===== src/rdeq_pkg.sv =====
// Purpose: Constants and types for the redriver equalization strap and register loader
// Assumes: One 20 MHz clock, APB register access, two-bit level codes from comparators
// Notes:   Register offsets are byte addresses, one 32-bit word each
//
// How it works
// - Four-level straps are captured on enable rising edge and held until the next.
// - After capture, strap pull resistors are switched off to save power.
// - Each strap resolves to strong low, weak low, open, strong high as 0..3.
// - Equalization index equals four times upper strap level plus lower level.
// - System and connector receivers use separate strap pairs.
// - Register mode takes the sixteen settings from per-receiver selection registers.
// - Every receiver lane keeps its own equalization selection in register mode; straps set both lanes of a side alike.
// - System-facing receivers use fixed equalization only.
// - Connector receivers support fixed and full adaptive from straps, and fixed, fast and full from registers.
// - Fixed mode applies one selected setting whatever is attached.
// - Fast mode classifies short or long and applies that class's setting.
// - Full mode restarts the equalization search on every device insertion once straps are captured.
// - Single-lane link detected powers down the unused lane.
// - Connector transmit path always linear; system transmit limited only by register bit.
// - Limited drive offers four pre-shoot and four de-emphasis levels.
// - Fast adaptive mode is selectable only in register mode.
// - In strap mode, full adaptive follows the latched active-low enable strap.
package rdeq_pkg;

  // ---------------------------------------------------------------
  // Register map
  // ---------------------------------------------------------------
  localparam logic [11:0] RDEQ_OFS_CTRL   = 12'h000;
  localparam logic [11:0] RDEQ_OFS_EQSEL  = 12'h004;
  localparam logic [11:0] RDEQ_OFS_LONGEQ = 12'h008;
  localparam logic [11:0] RDEQ_OFS_TXEQ   = 12'h00C;
  localparam logic [11:0] RDEQ_OFS_STATUS = 12'h010;

  // Control register fields and reset
  localparam int          RDEQ_CTRL_REGMODE = 0;
  localparam int          RDEQ_CTRL_AEQ_LSB = 1;
  localparam int          RDEQ_CTRL_LIMIT   = 3;
  localparam logic [3:0]  RDEQ_CTRL_RST     = 4'h0;
  localparam logic [15:0] RDEQ_EQSEL_RST    = 16'h0000;
  localparam logic [7:0]  RDEQ_LONGEQ_RST   = 8'h00;
  localparam logic [7:0]  RDEQ_TXEQ_RST     = 8'h00;

  // Connector receiver equalization modes, field values 0..2
  typedef enum logic [1:0] {RDEQ_FIXED, RDEQ_FAST, RDEQ_FULL} rdeq_mode_e;

  // Enable, two-bit level codes of the four-level strap pins, disable strap and detector levels
  typedef struct packed {
    logic       en;
    logic [1:0] conn_eq_strap_hi;
    logic [1:0] conn_eq_strap_lo;
    logic [1:0] sys_eq_strap_hi;
    logic [1:0] sys_eq_strap_lo;
    logic       adaptive_eq_disable_strap;
    logic       dual_lane_det;
    logic       short_channel_det;
    logic       device_present;
  } rdeq_pins_s;

  // Equalization setting per receiver lane
  typedef struct packed {
    logic [3:0] conn_lane_a;
    logic [3:0] conn_lane_b;
    logic [3:0] sys_lane_a;
    logic [3:0] sys_lane_b;
  } rdeq_rx_eq_s;

  // Result pair of the connector-side equalization search
  typedef struct packed {
    logic [3:0] lane_a;
    logic [3:0] lane_b;
  } rdeq_conn_pair_s;

  // System-facing transmitter drive setup
  typedef struct packed {
    logic       limited;
    logic [1:0] preshoot_a;
    logic [1:0] deemph_a;
    logic [1:0] preshoot_b;
    logic [1:0] deemph_b;
  } rdeq_tx_drv_s;

endpackage : rdeq_pkg


===== src/rdeq_config.sv =====
// Purpose: Strap latch, equalization selection and drive control of a two-lane redriver
// Assumes: Strap codes and detector levels are asynchronous; search result is on pclk
// Notes:   APB slave with zero wait states; read data prepared in the setup cycle
//
// Our own choices: the address map and the APB slave port.

module rdeq_config
  import rdeq_pkg::*;
(
  input  wire logic                      pclk,
  input  wire logic                      presetn,
  input  wire logic                      psel,
  input  wire logic                      penable,
  input  wire logic                      pwrite,
  input  wire logic [11:0]               paddr,
  input  wire logic [31:0]               pwdata,
  output logic      [31:0]               prdata,
  output logic                           pready,
  output logic                           pslverr,
  input  wire rdeq_pkg::rdeq_pins_s      pins,
  input  wire rdeq_pkg::rdeq_conn_pair_s full_eq_found,
  output logic                           strap_pull_en,
  output rdeq_pkg::rdeq_rx_eq_s          rx_eq,
  output rdeq_pkg::rdeq_mode_e           conn_eq_mode,
  output logic                           full_search_start,
  output logic                           lane_b_pwrdn,
  output rdeq_pkg::rdeq_tx_drv_s         sys_tx_drv
);
  import rdeq_pkg::*;

  localparam int PINS_W = $bits(rdeq_pins_s);

  // ---------------------------------------------------------------
  // State
  // ---------------------------------------------------------------
  typedef struct packed {
    rdeq_pins_s      s1;
    rdeq_pins_s      s2;
    rdeq_pins_s      s3;
    rdeq_pins_s      filt;
    logic            en_prev;
    logic            dev_prev;
    logic            latched;
    rdeq_rx_eq_s     strap_eq;
    logic            strap_aeq_dis;
    logic [3:0]      ctrl;
    rdeq_rx_eq_s     eq_sel;
    rdeq_conn_pair_s long_eq;
    logic [7:0]      txeq;
    rdeq_rx_eq_s     eq_o;
    rdeq_mode_e      mode_o;
    logic            search_o;
    logic            pwrdn_o;
    rdeq_tx_drv_s    tx_o;
    logic [31:0]     rdata;
    logic            slverr;
  } rdeq_state_s;

  rdeq_state_s st_r;
  rdeq_state_s st_nxt;

  logic [PINS_W-1:0] agree;
  logic              en_rise;
  logic              dev_rise;
  logic              reg_mode;
  rdeq_mode_e        mode_eff;
  rdeq_rx_eq_s       src_eq;
  logic              mapped;
  logic [31:0]       rd_mux;

  // ---------------------------------------------------------------
  // Next-state logic
  // ---------------------------------------------------------------
  always_comb begin
    st_nxt = st_r;
    // Three-stage synchroniser on every pin code
    st_nxt.s1 = pins;
    st_nxt.s2 = st_r.s1;
    st_nxt.s3 = st_r.s2;
    // Accept a change only once stages two and three agree
    agree       = ~(st_r.s2 ^ st_r.s3);
    st_nxt.filt = (st_r.s3 & agree) | (st_r.filt & ~agree);

    en_rise         = st_r.filt.en & ~st_r.en_prev;
    dev_rise        = st_r.filt.device_present & ~st_r.dev_prev;
    st_nxt.en_prev  = st_r.filt.en;
    st_nxt.dev_prev = st_r.filt.device_present;

    // Strap capture on enable rise, held until the next rise
    if (en_rise) begin
      st_nxt.latched = 1'b1;
      // Level codes 0..3 concatenated give 4*upper+lower
      // Two-bit codes in level order
      st_nxt.strap_eq.conn_lane_a = {st_r.filt.conn_eq_strap_hi,
                                     st_r.filt.conn_eq_strap_lo};
      st_nxt.strap_eq.conn_lane_b = {st_r.filt.conn_eq_strap_hi,
                                     st_r.filt.conn_eq_strap_lo};
      st_nxt.strap_eq.sys_lane_a  = {st_r.filt.sys_eq_strap_hi,
                                     st_r.filt.sys_eq_strap_lo};
      st_nxt.strap_eq.sys_lane_b  = {st_r.filt.sys_eq_strap_hi,
                                     st_r.filt.sys_eq_strap_lo};
      st_nxt.strap_aeq_dis = st_r.filt.adaptive_eq_disable_strap;
    end else if (!st_r.filt.en) begin
      st_nxt.latched = 1'b0; // Pulls back on for the next capture
    end

    // APB register access
    mapped = 1'b1;
    rd_mux = 32'h0000_0000;
    case (paddr)
      RDEQ_OFS_CTRL:   rd_mux[3:0]  = st_r.ctrl;
      RDEQ_OFS_EQSEL:  rd_mux[15:0] = st_r.eq_sel;
      RDEQ_OFS_LONGEQ: rd_mux[7:0]  = st_r.long_eq;
      RDEQ_OFS_TXEQ:   rd_mux[7:0]  = st_r.txeq;
      RDEQ_OFS_STATUS: rd_mux[23:0] = {st_r.eq_o, st_r.mode_o, st_r.filt.short_channel_det,
                                       st_r.filt.dual_lane_det, st_r.strap_aeq_dis,
                                       st_r.pwrdn_o, st_r.tx_o.limited, st_r.latched};
      default:         mapped = 1'b0;
    endcase
    if (psel && !penable) begin
      st_nxt.rdata  = pwrite ? 32'h0000_0000 : rd_mux;
      st_nxt.slverr = !mapped || (pwrite && paddr == RDEQ_OFS_STATUS);
    end
    if (psel && penable && pwrite) begin
      case (paddr)
        RDEQ_OFS_CTRL:   st_nxt.ctrl    = pwdata[3:0];
        RDEQ_OFS_EQSEL:  st_nxt.eq_sel  = pwdata[15:0];
        RDEQ_OFS_LONGEQ: st_nxt.long_eq = pwdata[7:0];
        RDEQ_OFS_TXEQ:   st_nxt.txeq    = pwdata[7:0];
        default:         st_nxt.ctrl    = st_r.ctrl;
      endcase
    end
    // Strap values seed the selection registers, after any write
    if (en_rise) begin
      st_nxt.eq_sel = st_nxt.strap_eq;
    end

    // Effective connector equalization mode
    reg_mode = st_r.ctrl[RDEQ_CTRL_REGMODE];
    if (reg_mode) begin
      case (st_r.ctrl[RDEQ_CTRL_AEQ_LSB +: 2])
        2'h1:    mode_eff = RDEQ_FAST;
        2'h2:    mode_eff = RDEQ_FULL;
        default: mode_eff = RDEQ_FIXED;
      endcase
    end else begin
      mode_eff = st_r.strap_aeq_dis ? RDEQ_FIXED : RDEQ_FULL;
    end
    st_nxt.mode_o = mode_eff;

    // Setting source: straps or registers
    src_eq = reg_mode ? st_r.eq_sel : st_r.strap_eq;
    st_nxt.eq_o.sys_lane_a = src_eq.sys_lane_a;
    st_nxt.eq_o.sys_lane_b = src_eq.sys_lane_b;
    case (mode_eff)
      RDEQ_FAST: begin
        if (st_r.filt.short_channel_det) begin
          st_nxt.eq_o.conn_lane_a = src_eq.conn_lane_a;
          st_nxt.eq_o.conn_lane_b = src_eq.conn_lane_b;
        end else begin
          st_nxt.eq_o.conn_lane_a = st_r.long_eq.lane_a;
          st_nxt.eq_o.conn_lane_b = st_r.long_eq.lane_b;
        end
      end
      RDEQ_FULL: begin
        st_nxt.eq_o.conn_lane_a = full_eq_found.lane_a;
        st_nxt.eq_o.conn_lane_b = full_eq_found.lane_b;
      end
      default: begin
        st_nxt.eq_o.conn_lane_a = src_eq.conn_lane_a;
        st_nxt.eq_o.conn_lane_b = src_eq.conn_lane_b;
      end
    endcase

    // Restart the search on each insertion in full mode once straps are latched
    st_nxt.search_o = st_r.latched && dev_rise && mode_eff == RDEQ_FULL;

    // Unused lane off when only one lane trains
    st_nxt.pwrdn_o = st_r.latched && !st_r.filt.dual_lane_det;

    // Limited drive and transmit equalization, register mode only
    st_nxt.tx_o.limited = reg_mode && st_r.ctrl[RDEQ_CTRL_LIMIT];
    if (st_nxt.tx_o.limited) begin
      {st_nxt.tx_o.preshoot_a, st_nxt.tx_o.deemph_a,
       st_nxt.tx_o.preshoot_b, st_nxt.tx_o.deemph_b} = st_r.txeq;
    end else begin
      {st_nxt.tx_o.preshoot_a, st_nxt.tx_o.deemph_a,
       st_nxt.tx_o.preshoot_b, st_nxt.tx_o.deemph_b} = 8'h00;
    end
  end

  // ---------------------------------------------------------------
  // State register
  // ---------------------------------------------------------------
  always_ff @(posedge pclk or negedge presetn) begin
    if (!presetn) begin
      st_r         <= '0;
      st_r.ctrl    <= RDEQ_CTRL_RST;
      st_r.eq_sel  <= RDEQ_EQSEL_RST;
      st_r.long_eq <= RDEQ_LONGEQ_RST;
      st_r.txeq    <= RDEQ_TXEQ_RST;
    end else begin
      st_r <= st_nxt;
    end
  end

  // Outputs
  assign pready            = 1'b1;
  assign prdata            = st_r.rdata;
  assign pslverr           = st_r.slverr;
  assign strap_pull_en     = !st_r.latched;
  assign rx_eq             = st_r.eq_o;
  assign conn_eq_mode      = st_r.mode_o;
  assign full_search_start = st_r.search_o;
  assign lane_b_pwrdn      = st_r.pwrdn_o;
  assign sys_tx_drv        = st_r.tx_o;

  // ---------------------------------------------------------------
  // Assertions
  // ---------------------------------------------------------------
  a_strap_hold: assert property (@(posedge pclk) disable iff (!presetn)
    !en_rise |=> $stable(st_r.strap_eq))
    else $error("strap values changed without enable rise");

  a_pull_release: assert property (@(posedge pclk) disable iff (!presetn)
    en_rise |=> !strap_pull_en [*2])
    else $error("pulls not released after capture");

  a_eq_index: assert property (@(posedge pclk) disable iff (!presetn)
    en_rise |=> st_r.strap_eq.sys_lane_a ==
      4 * $past(st_r.filt.sys_eq_strap_hi) + $past(st_r.filt.sys_eq_strap_lo))
    else $error("strap index not four times upper plus lower");

  a_strap_init: assert property (@(posedge pclk) disable iff (!presetn)
    en_rise |=> st_r.eq_sel == st_r.strap_eq)
    else $error("selection registers not seeded from straps");

  a_sys_fixed: assert property (@(posedge pclk) disable iff (!presetn)
    reg_mode ##1 reg_mode |-> rx_eq.sys_lane_b == $past(st_r.eq_sel.sys_lane_b))
    else $error("system lane not on its fixed selection");

  a_fast_strap: assert property (@(posedge pclk) disable iff (!presetn)
    !reg_mode |=> conn_eq_mode != RDEQ_FAST)
    else $error("fast adaptive chosen in strap mode");

  a_fast_long: assert property (@(posedge pclk) disable iff (!presetn)
    mode_eff == RDEQ_FAST && !st_r.filt.short_channel_det
      |=> rx_eq.conn_lane_a == $past(st_r.long_eq.lane_a))
    else $error("long channel setting not applied");

  a_full_rerun: assert property (@(posedge pclk) disable iff (!presetn)
    st_r.latched && dev_rise && mode_eff == RDEQ_FULL
      |=> full_search_start ##1 !full_search_start)
    else $error("search not restarted as one pulse on insertion");

  a_lane_pwrdn: assert property (@(posedge pclk) disable iff (!presetn)
    st_r.latched && !st_r.filt.dual_lane_det |=> lane_b_pwrdn)
    else $error("unused lane left powered");

  a_limit_gate: assert property (@(posedge pclk) disable iff (!presetn)
    !(reg_mode && st_r.ctrl[RDEQ_CTRL_LIMIT]) |=> !sys_tx_drv.limited && sys_tx_drv[7:0] == 8'h00)
    else $error("limited drive active without enable bit");

endmodule : rdeq_config


===== config.mk =====
export PLATFORM = sky130hd
export DESIGN_NAME = rdeq_config
export DESIGN_NICKNAME = d
export VERILOG_FILES = /design/src/rdeq_pkg.sv /design/src/rdeq_config.sv
export SDC_FILE = /design/constraint.sdc
export NUM_CORES = 1
export LEC_CHECK = 0
export ABC_AREA = 1
export BUFFER_PORTS_ARGS = -buffer_cell sky130_fd_sc_hd__buf_2
export CORE_UTILIZATION = 52
export CTS_BUF_LIST = sky130_fd_sc_hd__clkbuf_8
export DETAILED_ROUTE_END_ITERATION = 10
export PLACE_DENSITY = 0.9
export REMOVE_ABC_BUFFERS = 1
export SETUP_SLACK_MARGIN = 0.2
export SLEW_MARGIN = 10
export SYNTH_ARGS = -nofsm -noshare
export SYNTH_HDL_FRONTEND = slang
export SYNTH_SLANG_ARGS = --single-unit

===== constraint.sdc =====
create_clock -name pclk -period 2.2 [get_ports pclk]
set_clock_uncertainty 0.2 [all_clocks]
set_input_delay 0.44 -clock pclk [delete_from_list [all_inputs] [get_ports pclk]]
set_output_delay 0.44 -clock pclk [all_outputs]
set_load 0.05 [all_outputs]

==> results of run 1 <==
==> routing by layer <==
layer,vias to the layer above,wire [um]
met3,29,1210
met5,-,0
met2,236,7430
li1,2394,-
met1,2468,6330
met4,0,253
==> state kept, by name (all words and copies together), names as in the netlist, named ones only <==
name	cells
rx_eq	16
full_search_start	1
prdata	24
reg_mode	1
st_r	68
conn_eq_mode	2
st_nxt	26
sys_tx_drv	9
pslverr	1
lane_b_pwrdn	1
==> cell families (layout without fill, tap and decap cells) <==
group	after synthesis	after routing	share of synthesized area, %
other	2	9	0.110
AND/OR/NAND/NOR	298	298	19.6
buffers and inverters	152	245	12.2
adder cells (fa/ha/maj)	15	15	2.26
AO/OA/AOI/OAI	81	81	6.72
flip-flops	162	162	59.1
==> cells in the final DEF (no fill, tap or decap), types with 14 or more instances in the layout <==
cell type	n
nor2_1	29
buf_2	107
inv_1	64
clkbuf_8	18
dfrtp_1	162
buf_4	20
nand3_1	70
o21ai_0	45
nand2_1	171
dlygate4sd3_1	14
==> through the flow <==
stage | cell area [sq um] | hold slack (ns) | utilization (%) | std cells
floorplan | 6300 | -0.0556 | - | 633
global route | 7870 | 0.0310 | 61.9 | 982
CTS | 7860 | 0.00526 | 61.8 | 982
global placement | 7270 | 0.131 | 57.2 | 936
detailed placement | 7270 | 0.135 | 57.2 | 936
finish | 7870 | 0.0242 | 61.9 | 982
==> repair_timing <==
action / 4_1_cts / 5_1_grt
gates resized for setup: 0 / 4
hold buffers: 14 / 0
setup endpoints to repair: 0 / 8
endpoints found under the hold margin: 65 / 0
==> where the power goes <==
| group | internal [uW] | switching (uW) |
|---|---|---|
| clock | 1280 | 1120 |
| combinational | 255 | 672 |
| sequential | 3250 | 175 |
| total | 4790 | 1970 |
==> worst min path at each step <==
| stage | from | slack (ns) | to |
|---|---|---|---|
| global route | pwdata[10] | 0.03 | st_r[88] |
| finish | pwdata[10] | 0.02 | st_r[88] |
| CTS | pwdata[10] | 0.005 | st_r[88] |
| detailed placement | st_nxt[147] | 0.13 | st_nxt[134] |
| floorplan | presetn | -0.06 | async pin |
| global placement | st_nxt[150] | 0.13 | st_nxt[137] |
==> worst reg2reg max path, cell delays in order, from the launching register on <==
cell and delay, ns:
dfrtp_1 0.39, inv_1 0.13, a21oi_1 0.07, a21oi_2 0.19
inv_1 0.07, ha_2 0.23, a21oi_1 0.15, buf_4 0.16
o22ai_1 0.09
==> cell type report <==
type / instances / area share (%)
sequential: 162 / 51.5
tap: 172 / 2.73
multi-input combinational: 403 / 25.5
clock inverter: 14 / 2.51
inverter: 68 / 3.24
clock buffer: 18 / 3.15
timing repair buffer: 145 / 11.4
==> run metrics, run 1 <==
flop2flop setup slack 0.38 ns; post-synthesis cell count 710; # port buffers 108; vias per cell 5.22; n_diodes 0; hold path depth 3; synthesized flop and latch total 162; CP Max Fanout 4; area of the multi-input gates 2000 sq um; Setup crit end kind output port; initial core utilization 53.9%; Pwr Density 859 nW/um^2; most common cell in the netlist nand2_1; storage element area 4050 sq um; Primary FF master, synth dfrtp_1; met2 global-route usage 40.0%; CP Class flop to output port; initial antenna violation count 0; Worst-Margin Slew 0.532 ns; WP depth 2; die height 117 um; r2r worst-path depth 8; setup ws final 0.315 ns; WL/cell 15.5 um; # fillers 1053; Warnings, synthesis 0; number of enable flip-flop cells after synthesis 0; top-level port count 134; busiest grt layer met2; Synth area leaders dfrtp_1 (59%), nand2_1 (9.4%), buf_4 (6.9%), nand3_1 (5.1%), inv_1 (3.5%); CP Capture Point strap_pull_en; Antenna Violating Nets Remaining 0; FF-to-FF Start reg_mode; crit path DAT 1.24 ns; Top delay family on crit path flip-flops; HPWL Detailed 10800 um; RSZ-0062 raised after global routing no; GPL Wtd Cong 0.895; Root Buffer clkbuf_8; Clk pin slew, worst setup/hold paths 0.09 ns; Vias 5127; max_cap viols 0; Final nets 869; WP buf/inv 2; Final Max Tran Viols 0; Seq/Total Area, Yosys 59.1%; Total Neg Setup Slack 0 ns; M1 GR Usage 29.6%; CP cell instances inv_1 > buf_2; Unique masters post-synth 30; Final period util 85.7%; Syn Area/Cell 9.65 sq um; drt total wl 15200 um; first-pass GRT wire length 23600 um; 1st-iter DRT viols 466; CP startpoint st_r[115]; H-tree lvl count 4; number of iterations in the first detailed-routing pass 6; Max clock buf depth 2; worst vdd ir 848 uV; Synth top area share 59.1%; startpoint types flop; Final Power 6760 uW; final hold viol count 0; met3 GRT Util 5.36%; CP required 1.56 ns; Slowest Stage Delay on Critical Path 0.39 ns; ys async rst share 100%; DIE WIDTH 117 um; Core ar. 12700 sq um; CTS tree done; slew margin rel. 64.5%; drc violations 0; pin count of the biggest net entering global routing 59; row cnt 41; Clk Latency, worst-skew pair 0.46 ns; Crit Reg-Reg Endpoint rx_eq[13]; status completed; Worst path slowest cell dfrtp_1; Hold WC Path Type input pin to flop; Pleak 0.00405 uW; min Tclk post-route 1.88 ns; CTS Buf Count 17; FMAX 0.531 GHz; Mapped Area 6850 sq um; CTS sink cnt 162; vias in the first global route 4930; GRT Resource Usage Total 23.7%; grt ovf 0; setup violators final 0; layout cells sized above 1 23.3%; Post-CTS Setup Bufs 0; Area Overhead vs Synth 14.8%; Yosys top cell by area dfrtp_1; Post-synth top cells nand2_1 (171), dfrtp_1 (162), nand3_1 (70); pre-CTS WS 0.163 ns; die area 13600 sq um
Power figures use the tool's default switching activity.
==> run 2, diff against run 1 <==
--- a/config.mk
+++ b/config.mk
@@ -7,6 +7,7 @@
 export LEC_CHECK = 0
 export ABC_AREA = 1
 export BUFFER_PORTS_ARGS = -buffer_cell sky130_fd_sc_hd__buf_2
+export CORE_ASPECT_RATIO = 0.5
 export CORE_UTILIZATION = 52
 export CTS_BUF_LIST = sky130_fd_sc_hd__clkbuf_8
 export DETAILED_ROUTE_END_ITERATION = 10
==> constraint.sdc (replaced) <==
create_clock -name pclk -period 1.7 [get_ports pclk]
set_clock_uncertainty 0.2 [all_clocks]
set_input_delay 0.34 -clock pclk [delete_from_list [all_inputs] [get_ports pclk]]
set_output_delay 0.34 -clock pclk [all_outputs]
set_load 0.05 [all_outputs]
==> run 2 against run 1 <==
  * The run now ends with setup timing left
  * Register-to-register slack got worse by 0.58 ns
  * Wire length rose by 27%
  * Critical path depth rose by 8
  * Worst hold slack improved by 0.013 ns
  * Clock power rose by 17%
  * Sequential share of layout area fell by 6.7 points
  * Critical endpoint is now rx_eq[14]
  * Sequential power rose by 30%
==> run metrics, run 2 (same netlist as run 1, synthesis figures left out) <==
setup ws final -0.204 ns (-0.519 ns); Hold WC Path Type input pin to flop; crit path DAT 2.03 ns (+0.79 ns); first-pass GRT wire length 27500 um (+17%); violated checks setup timing; initial antenna violation count 0 (unchanged); Core ar. 12800 sq um (+0.39%); Biggest register st_r; slew margin rel. 58.6% (-5.9 points); Root Buffer clkbuf_8; switch share 31.9% (+2.7 points); max_cap viols 0 (unchanged); Setup crit end kind flop; drt total wl 19400 um (+27%); Final period util 112%; die height 83.2 um (-29%); vias per cell 5.52 (+5.7%); # fillers 840 (-20%); Final Max Tran Viols 0 (unchanged); Pleak 0.00455 uW (+12%); FMAX 0.525 GHz; top-level port count 134 (unchanged); Vias 5885 (+15%); row cnt 29 (-29%); Comb pwr share 17.4% (+3.7 points); clock share of power 31.8% (-3.8 points); die area 13700 sq um (+0.20%); Final nets 955 (+9.9%); setup violators final 8 (+8); CTS Buf Count 17 (unchanged); layout cells sized above 1 31.3% (+7.9 points); HPWL Detailed 11200 um (+4.1%); Pwr Density 974 nW/um^2 (+13%); n_diodes 0 (unchanged); Final Power 8820 uW (+30%); max reg flops 68 (unchanged); GRT Resource Usage Total 26.8% (+3.1 points); drc violations 0 (unchanged); initial core utilization 53.7% (-0.21 points); GPL Wtd Cong 0.926 (+3.5%); Worst-Margin Slew 0.615 ns (+0.0826 ns); Area Overhead vs Synth 32.1%; Clk Latency, worst-skew pair 0.46 ns (about the same); CTS sink cnt 162 (unchanged); startpoint types flop; number of iterations in the first detailed-routing pass 8 (+2); CP required 1.83 ns (+0.27 ns); Clk pin slew, worst setup/hold paths 0.10 ns (about the same); internal power 6000 uW (+25%); Seq pwr share 50.8% (about the same); H-tree lvl count 4 (unchanged); WHS 0.0370 ns (+0.0128 ns); CTS tree done; CP Max Fanout 6 (+2); Max clock buf depth 2 (unchanged); Antenna Violating Nets Remaining 0 (unchanged); final hold viol count 0 (unchanged); DIE WIDTH 164 um (+41%); WL/cell 18.2 um (+17%); most common cell after layout, fill and taps aside nand2_1; grt ovf 0 (unchanged); Sw Pwr 2810 uW (+43%); CP Class flop to flop; worst vdd ir 529 uV (-38%); min Tclk post-route 1.90 ns; status complete, but fails checks; pin count of the biggest net entering global routing 45 (-24%); # port buffers 108 (unchanged); most frequent cells in the layout nand2_1 (166), dfrtp_1 (162), buf_4 (76), nand3_1 (68), buf_6 (62); vias in the first global route 5468 (+11%); RSZ-0062 raised after global routing yes; 1st-iter DRT viols 714 (+53%)
-- run 2: changes by cell type in the layout (fill, tap and decap cells not counted), sizes merged --
cell	previous run	this run
clkinvlp	2	3
nor2	40	41
inv	74	76
clkbuf	18	19
buf	131	199
bufinv	4	1
dlygate4sd3	14	30
-- run 2: final timing paths --
kind                             start  cells after the start  slack [ns]           to
min                            penable                      4        0.04      pslverr
max in group asynchronous      presetn                      3        0.60     st_r[82]
min reg2reg                st_nxt[156]                      0        0.14  st_nxt[143]
min in group asynchronous      presetn                      2        0.13   prdata[23]
max                           st_r[95]                     10       -0.20    rx_eq[14]
max reg2reg                   st_r[95]                     10       -0.20    rx_eq[14]
-- run 2: final cells by class --
type	instances	area [sq um]	share of cell area (%)
multi-input cells	404	2110	23.3
repair buffers	230	2030	22.4
flip-flops and latches	162	4050	44.8
inverters	68	258	2.85
clock inverters	14	141	1.56
clock buffers	18	248	2.74
well taps	170	213	2.35
-- run 2: repair_timing --
action / CTS / global route
buffers inserted: 18 / 28
endpoints found under the hold margin: 199 / 0
cloned: 0 / 2
pin swaps: 1 / 7
resized for setup: 123 / 28
endpoints found under the setup margin: 90 / 105
hold buffers: 30 / 0
-- run 2: through the flow --
stage	util, %	instance area [sq um]	cells	setup WS (ns)	TNS (ns)
3_5_place_dp	58.6	7480	956	-0.236	-7.35
6_report	70.9	9050	1066	-0.204	-1.28
2_1_floorplan	-	6300	633	-0.806	-17.86
3_3_place_gp	58.6	7480	956	-0.136	-5.00
5_1_grt	70.9	9050	1066	-0.222	-1.55
4_1_cts	68.1	8700	1036	-0.0441	-0.208
-- run 2: worst max-delay path: stages (launching register included) --
cell and delay, ns:
dfrtp_1 0.40, inv_2 0.09, buf_6 0.10, nor3_2 0.03, buf_4 0.14, buf_6 0.12
ha_4 0.18, buf_6 0.13, a32o_1 0.25, inv_1 0.05, o22ai_1 0.07
-- run 2: routing by layer --
layer	vias to the layer above	GRT usage (%)	part of all wire, %
li1	2564	-	-
met1	2816	36.5	40
met2	405	41.9	47
met3	100	4.95	9.1
met4	0	12.5	4.5
met5	-	0	0
-- run 2: power groups by stage --
stage	clock [uW]	sequential (uW)	combinational, uW
2_1_floorplan	0	4710	447
6_report	2810	4470	1530
3_3_place_gp	0	4480	1130
3_5_place_dp	0	4500	1170
5_1_grt	2980	4500	1630
4_1_cts	2830	4440	1360
